### src/rtl/lbrs_defines.svh
// Timing counts, field widths and limits for the LCD bias rail sequencer
// Notes on behaviour
// [RULE1] Two-bit logic-supply level setting applied to regulator
// [RULE2] Regulator enabled after lockout clears plus delay
// [RULE3] Regulator off at lockout, discharge asserted
// [RULE4] Rail below 70% over 50 ms disables chip
// [RULE5] Rail below 30% disables chip at once
// [RULE6] Shutdown latched until power-on reset
// [RULE7] Two-bit source boost frequency select
// [RULE8] Source boost target code, 100 mV steps
// [RULE9] Source boost starts delay after reset released
// [RULE10] Source boost ramps over programmed soft-start time
// [RULE11] Source boost off at lockout, rail discharged
// [RULE12] Gate-high boost target setting 18 to 25.5 V
// [RULE13] Gate-high starts after gate-low ramp, ramps linearly
// [RULE14] Gate-high off at lockout, no discharge
// [RULE15] Gate-low pump target, 0.2 V steps
// [RULE16] Gate-low delayed after source ramp start, ramps
// [RULE17] Gate-low off at lockout, discharged to ground
// [RULE18] Control high: pass on, others off
// [RULE19] Control falling edge: pass off, discharges on
// [RULE20] Power-up: clamp on until release delay elapses
// [RULE21] Power-down: pass on, discharges and clamp off
// [RULE22] Reset pulse timed after logic rail ramps
// [RULE23] Released reset output stays high until power-down (code keeps it high through power-down, until power-on reset)
// [RULE24] All timing from one shared timebase
// [RULE25] Ramp-finished flag per rail starts next stage
`ifndef LBRS_DEFINES_SVH
`define LBRS_DEFINES_SVH
`define LBRS_CLK_MHZ 10
`define LBRS_TICK_US 1
`define LBRS_TICK_CYCLES (`LBRS_CLK_MHZ * `LBRS_TICK_US)
`define LBRS_TIME_W 17
`define LBRS_UV_FILTER_MS 50
`define LBRS_UV_FILTER_TICKS (`LBRS_UV_FILTER_MS * 1000 / `LBRS_TICK_US)
`define LBRS_RAIL_LOGIC 0
`define LBRS_RAIL_SOURCE 1
`define LBRS_RAIL_GHIGH 2
`define LBRS_RAIL_GLOW 3
`define LBRS_NUM_RAILS 4
`define LBRS_RST_MAX_US 17'h03A98
`define LBRS_SOURCE_BOOST_START_DELAY_MAX_US 17'h124F8
`define LBRS_SS2_MIN_US 17'h001F4
`define LBRS_SS2_MAX_US 17'h124F8
`define LBRS_SS4_MIN_US 17'h00100
`define LBRS_MAX35_US 17'h088B8
`endif

### src/rtl/lbrs_pkg.sv
// Types shared by the LCD bias rail sequencer
package lbrs_pkg;
  // Sequencer states
  typedef enum logic [2:0] {
    LBRS_OFF = 3'b000,
    LBRS_REG_WAIT = 3'b001,
    LBRS_RST_PULSE = 3'b010,
    LBRS_SRC_WAIT = 3'b011,
    LBRS_RAMPING = 3'b100,
    LBRS_RUN = 3'b101,
    LBRS_DOWN = 3'b110,
    LBRS_FAULT = 3'b111
  } lbrs_state_t;

  // Settings, times in timebase ticks
  typedef struct packed {
    logic [1:0] logic_supply_level;
    logic [1:0] source_boost_frequency_select;
    logic [4:0] source_supply_code;
    logic [3:0] gate_high_code;
    logic [3:0] gate_low_code;
    logic [16:0] regulator_start_delay;
    logic [16:0] reset_pulse_time;
    logic [16:0] source_boost_start_delay;
    logic [16:0] source_boost_ramp_time;
    logic [16:0] gate_low_start_delay;
    logic [16:0] gate_low_ramp_time;
    logic [16:0] gate_high_ramp_time;
    logic [16:0] shaping_release_delay;
  } lbrs_cfg_t;

  // Rail drive towards the analog side
  typedef struct packed {
    logic regulator_en;
    logic regulator_discharge;
    logic source_boost_en;
    logic source_discharge_switch;
    logic gate_high_en;
    logic gate_low_en;
    logic gate_low_discharge;
    logic [1:0] logic_supply_level;
    logic [1:0] source_boost_frequency_select;
    logic [4:0] source_supply_code;
    logic [3:0] gate_high_code;
    logic [3:0] gate_low_code;
    logic [7:0] source_ramp_level;
    logic [7:0] gate_low_ramp_level;
    logic [7:0] gate_high_ramp_level;
  } lbrs_rail_t;

  // Gate shaping switches
  typedef struct packed {
    logic gate_pass_switch;
    logic first_discharge_switch;
    logic second_discharge_switch;
    logic ground_clamp_switch;
  } lbrs_shape_t;
endpackage : lbrs_pkg

### src/rtl/lbrs_sequencer.sv
// LCD bias rail sequencer: power-up order, fault latch-off, gate shaping
`timescale 1ns/10ps
`include "lbrs_defines.svh"

// Restartable interval timer with done flag and linear ramp level
module lbrs_interval_timer (
  // Clock and reset
  input wire logic mclk,
  input wire logic srst,
  // Timing
  input wire logic tick,
  input wire logic run,
  input wire logic [`LBRS_TIME_W-1:0] limit,
  // Results
  output logic done,
  output logic [7:0] level
);
  logic [`LBRS_TIME_W-1:0] count; // Ticks since run rose
  logic [`LBRS_TIME_W-1:0] sub; // Ticks within one ramp step
  logic [`LBRS_TIME_W-1:0] next_count;
  logic [`LBRS_TIME_W-1:0] next_sub;
  logic next_done;
  logic [7:0] next_level;

  // Count while run holds, restart when it drops
  always_comb begin
    next_count = count;
    next_sub = sub;
    next_done = done;
    next_level = level;
    if (!run) begin // Restart on each new qualifying period [RULE24]
      next_count = '0;
      next_sub = '0;
      next_done = 1'b0;
      next_level = 8'h00;
    end else if (count >= limit) begin // Interval over
      next_done = 1'b1;
      next_level = 8'hFF;
    end else if (tick) begin
      next_count = count + `LBRS_TIME_W'(1);
      if (sub >= (limit >> 8)) begin // One ramp step every (limit >> 8) + 1 ticks
        next_sub = '0;
        if (level != 8'hFF) begin
          next_level = level + 8'h01;
        end
      end else begin
        next_sub = sub + `LBRS_TIME_W'(1);
      end
    end
  end

  // Register timer state
  always_ff @(posedge mclk) begin
    if (srst) begin
      count <= '0;
      sub <= '0;
      done <= 1'b0;
      level <= 8'h00;
    end else begin
      count <= next_count;
      sub <= next_sub;
      done <= next_done;
      level <= next_level;
    end
  end
endmodule : lbrs_interval_timer

// Top of the sequencer
module lbrs_sequencer #(
  parameter int TICK_CYCLES = `LBRS_TICK_CYCLES,
  parameter int UV_FILTER_TICKS = `LBRS_UV_FILTER_TICKS
) (
  // Clock and power-on reset
  input wire logic mclk,
  input wire logic srst,
  // Settings and analog comparisons
  input lbrs_pkg::lbrs_cfg_t cfg,
  input wire logic supply_above_lockout,
  input wire logic [3:0] rail_below_70,
  input wire logic [3:0] rail_below_30,
  input wire logic shaping_control_input,
  // Open-drain system reset pin
  input wire logic system_reset_i,
  output logic system_reset_o,
  output logic system_reset_oe_n,
  // Rail and switch drive
  output lbrs_pkg::lbrs_rail_t rail,
  output lbrs_pkg::lbrs_shape_t shape,
  // Status
  output logic [3:0] ramp_done,
  output logic fault_latched
);
  import lbrs_pkg::*;

  lbrs_state_t state; // Sequencer state
  lbrs_state_t next_state;
  logic [15:0] tb_count; // Shared timebase divider
  logic [15:0] next_tb_count;
  logic tick; // One-cycle timebase tick
  logic next_tick;
  logic [16:0] uv_count [`LBRS_NUM_RAILS]; // Undervoltage filters
  logic [16:0] next_uv_count [`LBRS_NUM_RAILS];
  logic logic_rail_up; // Logic rail has finished rising
  logic next_logic_rail_up;
  logic reset_released; // Reset output latched high
  logic next_reset_released;
  logic shape_prev; // Previous shaping control level
  logic shape_discharging; // Falling edge seen, still low
  logic next_shape_discharging;
  logic [3:0] next_ramp_done;
  logic next_fault_latched;
  logic next_reset_oe_n;
  lbrs_rail_t next_rail;
  lbrs_shape_t next_shape;
  logic [3:0] supervised; // Rails under fault watch
  logic fault_now; // Any rail fault this cycle
  logic powered; // Powered-up states
  logic source_on; // Source boost running
  // Timer done flags and ramp levels
  logic reg_dly_done, rst_done, src_dly_done, src_ramp_done;
  logic glow_dly_done, glow_ramp_done, ghigh_ramp_done, shape_dly_done;
  logic [7:0] src_level, glow_level, ghigh_level;

  // Limit a programmed time to its legal span
  function automatic logic [16:0] lbrs_clamp(input logic [16:0] v, input logic [16:0] lo,
                                             input logic [16:0] hi);
    lbrs_clamp = (v < lo) ? lo : ((v > hi) ? hi : v);
  endfunction : lbrs_clamp

  // Shared timebase tick [RULE24]
  always_comb begin
    next_tick = 1'b0;
    next_tb_count = tb_count + 16'h0001;
    if (tb_count >= 16'(TICK_CYCLES - 1)) begin
      next_tb_count = 16'h0000;
      next_tick = 1'b1;
    end
  end

  always_ff @(posedge mclk) begin
    if (srst) begin
      tb_count <= 16'h0000;
      tick <= 1'b0;
    end else begin
      tb_count <= next_tb_count;
      tick <= next_tick;
    end
  end

  assign powered = (state == LBRS_RST_PULSE) || (state == LBRS_SRC_WAIT) ||
                   (state == LBRS_RAMPING) || (state == LBRS_RUN);
  assign source_on = (state == LBRS_RAMPING) || (state == LBRS_RUN);

  // Sequencing timers
  lbrs_interval_timer u_reg_dly (.mclk(mclk), .srst(srst), .tick(tick),
    .run(state == LBRS_REG_WAIT), .limit(cfg.regulator_start_delay),
    .done(reg_dly_done), .level()); // [RULE2]
  lbrs_interval_timer u_rst (.mclk(mclk), .srst(srst), .tick(tick),
    .run((state == LBRS_RST_PULSE) && logic_rail_up), // [RULE22]
    .limit(lbrs_clamp(cfg.reset_pulse_time, 17'h00000, `LBRS_RST_MAX_US)),
    .done(rst_done), .level());
  lbrs_interval_timer u_src_dly (.mclk(mclk), .srst(srst), .tick(tick),
    .run((state == LBRS_SRC_WAIT) && system_reset_i), // [RULE9]
    .limit(lbrs_clamp(cfg.source_boost_start_delay, 17'h00000, `LBRS_SOURCE_BOOST_START_DELAY_MAX_US)),
    .done(src_dly_done), .level());
  lbrs_interval_timer u_src_ramp (.mclk(mclk), .srst(srst), .tick(tick), .run(source_on),
    .limit(lbrs_clamp(cfg.source_boost_ramp_time, `LBRS_SS2_MIN_US, `LBRS_SS2_MAX_US)),
    .done(src_ramp_done), .level(src_level)); // [RULE10]
  lbrs_interval_timer u_glow_dly (.mclk(mclk), .srst(srst), .tick(tick), .run(source_on),
    .limit(lbrs_clamp(cfg.gate_low_start_delay, 17'h00000, `LBRS_MAX35_US)),
    .done(glow_dly_done), .level()); // [RULE16]
  lbrs_interval_timer u_glow_ramp (.mclk(mclk), .srst(srst), .tick(tick),
    .run(source_on && glow_dly_done),
    .limit(lbrs_clamp(cfg.gate_low_ramp_time, 17'h00000, `LBRS_MAX35_US)),
    .done(glow_ramp_done), .level(glow_level)); // [RULE16]
  lbrs_interval_timer u_ghigh_ramp (.mclk(mclk), .srst(srst), .tick(tick),
    .run(source_on && glow_ramp_done), // [RULE13] [RULE25]
    .limit(lbrs_clamp(cfg.gate_high_ramp_time, `LBRS_SS4_MIN_US, `LBRS_MAX35_US)),
    .done(ghigh_ramp_done), .level(ghigh_level));
  lbrs_interval_timer u_shape_dly (.mclk(mclk), .srst(srst), .tick(tick),
    .run(source_on && ghigh_ramp_done), // [RULE20]
    .limit(lbrs_clamp(cfg.shaping_release_delay, 17'h00000, `LBRS_MAX35_US)),
    .done(shape_dly_done), .level());

  // Rail supervision: 30% trips at once, 70% after the filter [RULE4] [RULE5]
  always_comb begin
    supervised = powered ? ramp_done : 4'h0; // Rails switched off are not watched
    fault_now = 1'b0;
    for (int i = 0; i < `LBRS_NUM_RAILS; i++) begin
      next_uv_count[i] = 17'h00000;
      if (supervised[i] && rail_below_30[i]) begin
        fault_now = 1'b1; // [RULE5]
      end
      if (supervised[i] && rail_below_70[i]) begin
        next_uv_count[i] = uv_count[i];
        if (uv_count[i] > 17'(UV_FILTER_TICKS)) begin
          fault_now = 1'b1; // [RULE4]
        end else if (tick) begin
          next_uv_count[i] = uv_count[i] + 17'h00001;
        end
      end
    end
  end

  // Main sequence
  always_comb begin
    next_state = state;
    next_logic_rail_up = logic_rail_up;
    next_reset_released = reset_released;
    case (state)
      LBRS_OFF: begin
        if (supply_above_lockout) begin
          next_state = LBRS_REG_WAIT; // [RULE2]
        end
      end
      LBRS_REG_WAIT: begin
        if (reg_dly_done) begin
          next_state = LBRS_RST_PULSE;
        end
      end
      LBRS_RST_PULSE: begin
        if (!rail_below_70[`LBRS_RAIL_LOGIC]) begin
          next_logic_rail_up = 1'b1; // No soft start, rail up when in range
        end
        if (rst_done) begin
          next_reset_released = 1'b1; // [RULE23]
          next_state = LBRS_SRC_WAIT;
        end
      end
      LBRS_SRC_WAIT: begin
        if (src_dly_done) begin
          next_state = LBRS_RAMPING; // [RULE9]
        end
      end
      LBRS_RAMPING: begin
        if (shape_dly_done) begin
          next_state = LBRS_RUN; // [RULE20]
        end
      end
      LBRS_RUN: next_state = LBRS_RUN;
      LBRS_DOWN: next_state = LBRS_DOWN; // Left only by power-on reset
      LBRS_FAULT: next_state = LBRS_FAULT; // Latched off [RULE6]
      default: next_state = LBRS_OFF;
    endcase
    // Faults win over lockout, both over the sequence
    if (fault_now && (state != LBRS_FAULT)) begin
      next_state = LBRS_FAULT; // [RULE4] [RULE5] [RULE6]
    end else if (!supply_above_lockout && (state != LBRS_OFF) &&
                 (state != LBRS_FAULT)) begin
      next_state = LBRS_DOWN; // [RULE3] [RULE11] [RULE14] [RULE17]
    end
  end

  // Rail drive, status and reset pin values
  always_comb begin
    next_rail = '0;
    next_rail.logic_supply_level = cfg.logic_supply_level; // [RULE1]
    next_rail.source_boost_frequency_select = cfg.source_boost_frequency_select; // [RULE7]
    next_rail.source_supply_code = cfg.source_supply_code; // [RULE8]
    next_rail.gate_high_code = cfg.gate_high_code; // [RULE12]
    next_rail.gate_low_code = cfg.gate_low_code; // [RULE15]
    next_rail.regulator_en = powered && (next_state != LBRS_DOWN) &&
                             (next_state != LBRS_FAULT); // [RULE2] [RULE3]
    next_rail.source_boost_en = source_on && next_rail.regulator_en; // [RULE11]
    next_rail.gate_low_en = next_rail.source_boost_en && glow_dly_done; // [RULE17]
    next_rail.gate_high_en = next_rail.source_boost_en && glow_ramp_done; // [RULE13] [RULE14]
    next_rail.source_ramp_level = src_level; // [RULE10]
    next_rail.gate_low_ramp_level = glow_level; // [RULE16]
    next_rail.gate_high_ramp_level = ghigh_level; // [RULE13]
    if (next_state == LBRS_DOWN) begin
      next_rail.regulator_discharge = 1'b1; // [RULE3]
      next_rail.source_discharge_switch = 1'b1; // [RULE11]
      next_rail.gate_low_discharge = 1'b1; // [RULE17]
    end
    next_ramp_done = {glow_ramp_done, ghigh_ramp_done, src_ramp_done, logic_rail_up}; // [RULE25]
    next_fault_latched = fault_latched || (next_state == LBRS_FAULT); // [RULE6]
    next_reset_oe_n = next_reset_released; // Pull low until released [RULE22] [RULE23]
  end

  // Gate shaping switches
  always_comb begin
    next_shape_discharging = shape_discharging;
    next_shape = '0;
    if (shaping_control_input || (state != LBRS_RUN)) begin // Falls outside run ignored
      next_shape_discharging = 1'b0;
    end else if (shape_prev) begin
      next_shape_discharging = 1'b1; // Falling edge [RULE19]
    end
    case (next_state)
      LBRS_RUN: begin
        if (shaping_control_input) begin
          next_shape.gate_pass_switch = 1'b1; // [RULE18]
        end else if (next_shape_discharging) begin
          next_shape.first_discharge_switch = 1'b1; // [RULE19]
          next_shape.second_discharge_switch = 1'b1;
        end
      end
      LBRS_DOWN: next_shape.gate_pass_switch = 1'b1; // [RULE21]
      default: next_shape.ground_clamp_switch = 1'b1; // Power-up and fault [RULE20]
    endcase
  end

  // Register all outputs and all state but the timebase
  always_ff @(posedge mclk) begin
    if (srst) begin
      state <= LBRS_OFF;
      logic_rail_up <= 1'b0;
      reset_released <= 1'b0;
      shape_prev <= 1'b0;
      shape_discharging <= 1'b0;
      ramp_done <= 4'h0;
      fault_latched <= 1'b0;
      rail <= '0;
      shape <= '0;
      system_reset_o <= 1'b0;
      system_reset_oe_n <= 1'b0;
      for (int i = 0; i < `LBRS_NUM_RAILS; i++) begin
        uv_count[i] <= 17'h00000;
      end
    end else begin
      state <= next_state;
      logic_rail_up <= next_logic_rail_up;
      reset_released <= next_reset_released;
      shape_prev <= shaping_control_input;
      shape_discharging <= next_shape_discharging;
      ramp_done <= next_ramp_done;
      fault_latched <= next_fault_latched;
      rail <= next_rail;
      shape <= next_shape;
      system_reset_o <= 1'b0;
      system_reset_oe_n <= next_reset_oe_n;
      for (int i = 0; i < `LBRS_NUM_RAILS; i++) begin
        uv_count[i] <= next_uv_count[i];
      end
    end
  end
endmodule : lbrs_sequencer

### config.mk
export PLATFORM = sky130hd
export DESIGN_NAME = lbrs_sequencer
export DESIGN_NICKNAME = d
export VERILOG_FILES = /design/src/rtl/lbrs_pkg.sv /design/src/rtl/lbrs_sequencer.sv
export VERILOG_INCLUDE_DIRS = /design/src /design/src/rtl
export SDC_FILE = /design/constraint.sdc
export NUM_CORES = 1
export LEC_CHECK = 0
export BUFFER_PORTS_ARGS = -buffer_cell sky130_fd_sc_hd__buf_2
export CORE_MARGIN = 4
export CORE_UTILIZATION = 45
export DETAILED_ROUTE_END_ITERATION = 6
export MAX_ROUTING_LAYER = met4
export SLEW_MARGIN = 0
export SYNTH_ARGS = -nofsm -noshare
export SYNTH_HDL_FRONTEND = slang
export SYNTH_HIERARCHICAL = 1
export SYNTH_SLANG_ARGS = --single-unit
### constraint.sdc
create_clock -name mclk -period 5 [get_ports mclk]
set_input_delay 1 -clock mclk [delete_from_list [all_inputs] [get_ports mclk]]
set_output_delay 1 -clock mclk [all_outputs]
set_load 0.1 [all_outputs]
==> flow_metrics.env <==
export IMPL_postRouteWirelength_mm=53.8
export IMPL_crit_path_end="u_glow_dly/count[5]"
export IMPL_cellInternalPower_w=0.00511
export IMPL_finalNetCount=3241
export IMPL_fin_crit_sh=0.904
export IMPL_highest_layer="met4"
export IMPL_max_freq_mhz=221
export IMPL_clk_latency_ns=0.57
export IMPL_hp_class="flop to flop"
export IMPL_syn_inst=2704
export IMPL_areaGrowthSynthToFinish_pct=13.9
export IMPL_wl_met2_mm=25.3
export IMPL_worstSetupEndpointType="flop"
export IMPL_wl_met3_mm=2.32
export IMPL_fp_row_count=80
export IMPL_arrival_ns=4.99
export IMPL_hold_worst_slack_ns=0.446
export IMPL_met1_length_mm=25.1
export IMPL_drt_initial_drc_count=1178
export IMPL_htree_levels=2
export IMPL_drive_above_1_share=0.137
export IMPL_grt_max_degree=45
export IMPL_start_util=0.459
export IMPL_synth_area_mm2=0.0221
export IMPL_multiInputGateArea_mm2=0.0134
export IMPL_die_h_um=230
export IMPL_firstDrtPassIters=5
export IMPL_grt_overflow=0
export IMPL_p_comb_frac=0.080
export IMPL_num_vias=20000
export IMPL_cts_buffers=43
export IMPL_dp_hpwl_mm=39.6
export IMPL_mostFrequentLayoutCell="dfxtp_1"
export IMPL_final_cell_mix="364 x dfxtp_1, 298 x a21oi_1, 223 x buf_2, 217 x inv_1, 188 x ha_1"
export IMPL_worstRegToRegCells=7
export IMPL_hold_violations=0
export IMPL_cts_tree="yes"
export IMPL_nFillCells=4622
export IMPL_p_leak_nw=9.72
export IMPL_pre_cts_slack_ns=-0.0779
export IMPL_drv_slew=0
export IMPL_p_per_area_mw_per_mm2=268
export IMPL_clkSinkCount=365
export IMPL_peakVddDrop_mv=0.233
export IMPL_p_sw_frac=0.242
export IMPL_placed_area_mm2=0.0237
export IMPL_antenna_found_initial=0
export IMPL_cp_data_required_time_ns=5.47
export IMPL_wire_per_inst_um=15.0
export IMPL_seqCellArea_mm2=0.00731
export IMPL_max_slew_margin=0.263
export IMPL_clk_root_buffer_cell="clkbuf_16"
export IMPL_period_needed_ns=4.52
export IMPL_gr_usage_all_layers=0.203
export IMPL_cts_buffer_depth=3
export IMPL_dieArea_mm2=0.0528
export IMPL_synth_warnings=6
export IMPL_rrSetupSlack_ns=2.10
export IMPL_io_buffers=223
export IMPL_r2r_start="state[2]"
export IMPL_die_x_um=230
export IMPL_viasPerCell=5.58
export IMPL_setup_viol=0
export IMPL_p_clk_frac=0.484
export IMPL_cp_max_fo=17
export IMPL_setup_slack_ns=0.481
export IMPL_maxCapViolations=0
export IMPL_cts_resized=0
export IMPL_path_class="input pin to flop"
export IMPL_grt_setup_unrepaired="false"
export IMPL_worstMarginPinSlew_ns=1.09
export IMPL_postCtsSetupBuffers=0
export IMPL_run_status="finished clean"
export IMPL_core_mm2=0.0481
export IMPL_p_switching_w=0.00163
export IMPL_io_pins=225
export IMPL_ctsHoldBuffers=0
export IMPL_cp_startpoint="cfg[51]"
export IMPL_cts_clk_slew_worst_paths_ns=0.06
export IMPL_grt_pass1_vias=19300
export IMPL_postSynthAreaPerCell_um2=8.18
export IMPL_post_route_drc_count=0
export IMPL_seq_power_share=0.437
export IMPL_grt_pass1_wl_mm=91.0
export IMPL_finalInstanceArea_mm2=0.0252
export IMPL_place_congestion=0.872
export IMPL_clock_skew_ns=0.0147
export IMPL_r2r_end="u_glow_ramp/sub[16]"
export IMPL_start_kind="input pin"
export IMPL_antenna_cells=0
export IMPL_ant_nets=0
-- flip-flops by register name, summed over array words and instances, names as in the netlist, 3 cells and up --
register,cells
u_rst/count,17
u_shape_dly/count,17
u_src_ramp/count,17
u_glow_dly/count,17
tb_count,16
u_glow_ramp/level,8
u_glow_ramp/count,17
uv_count,68
u_ghigh_ramp/sub,17
rail,46
u_reg_dly/count,17
u_src_dly/count,17
shape,3
state,3
ramp_done,4
u_ghigh_ramp/level,8
u_src_ramp/sub,17
u_glow_ramp/sub,17
u_src_ramp/level,8
u_ghigh_ramp/count,17
-- power by group through the flow --
stage,clock network (W),registers [W],logic [W]
6_report,0.00326,0.00294,0.000536
5_1_grt,0.00349,0.00294,0.000596
4_1_cts,0.00338,0.00294,0.000539
3_5_place_dp,0,0.00301,0.000535
3_3_place_gp,0,0.00301,0.000521
2_1_floorplan,0,0.00308,0.000296
-- worst max-delay path, stage by stage --
cell and delay (ns):
buf_2 0.11, or3_1 0.36, a41o_1 0.23, a2111o_1 0.40, a2111o_1 0.46, buf_4 0.18
a21oi_1 0.14, inv_1 0.07, ha_1 0.30, nand3_1 0.08, a21oi_1 0.06, o41ai_4 0.35
a41oi_2 0.41, buf_4 0.33, or3_1 0.35, a21oi_1 0.14
-- area by class of cell --
| cell class | count | share of cell area |
|---|---|---|
| clock buffer | 63 | 0.0497 |
| tap | 656 | 0.0326 |
| inverter | 225 | 0.0335 |
| timing repair buffer | 252 | 0.0539 |
| clock inverter | 17 | 0.00919 |
| multi-input combinational | 2000 | 0.531 |
| sequential | 365 | 0.290 |
-- through the flow --
| stage | utilization | total power [W] | setup TNS, ns | cells |
|---|---|---|---|---|
| 2_1_floorplan | - | 0.00338 | 0 | 2723 |
| 3_3_place_gp | 0.492 | 0.00353 | 0 | 3498 |
| 3_5_place_dp | 0.492 | 0.00354 | -0.337 | 3498 |
| 4_1_cts | 0.523 | 0.00686 | 0 | 3578 |
| 5_1_grt | 0.523 | 0.00703 | 0 | 3578 |
| 6_report | 0.523 | 0.00674 | 0 | 3578 |
-- routing by layer --
| layer | up-vias | global-route usage |
|---|---|---|
| met5 | - | - |
| met4 | 0 | 0.0507 |
| met3 | 71 | 0.0321 |
| met2 | 351 | 0.339 |
| met1 | 9369 | 0.260 |
| li1 | 10200 | - |
-- worst min-delay path by stage --
stage | from | endpoint | slack [ns] | cells after the start
2_1_floorplan | u_ghigh_ramp/sub[11] | u_ghigh_ramp/sub[11] | 0.42 | 2
3_3_place_gp | u_src_ramp/sub[16] | u_src_ramp/sub[16] | 0.43 | 2
3_5_place_dp | u_ghigh_ramp/sub[11] | u_ghigh_ramp/sub[11] | 0.44 | 2
4_1_cts | u_ghigh_ramp/sub[11] | u_ghigh_ramp/sub[11] | 0.45 | 2
5_1_grt | u_src_ramp/done | u_src_ramp/done | 0.47 | 2
6_report | u_ghigh_ramp/sub[11] | u_ghigh_ramp/sub[11] | 0.45 | 2
Note: power is estimated with default switching activity, not from simulation.
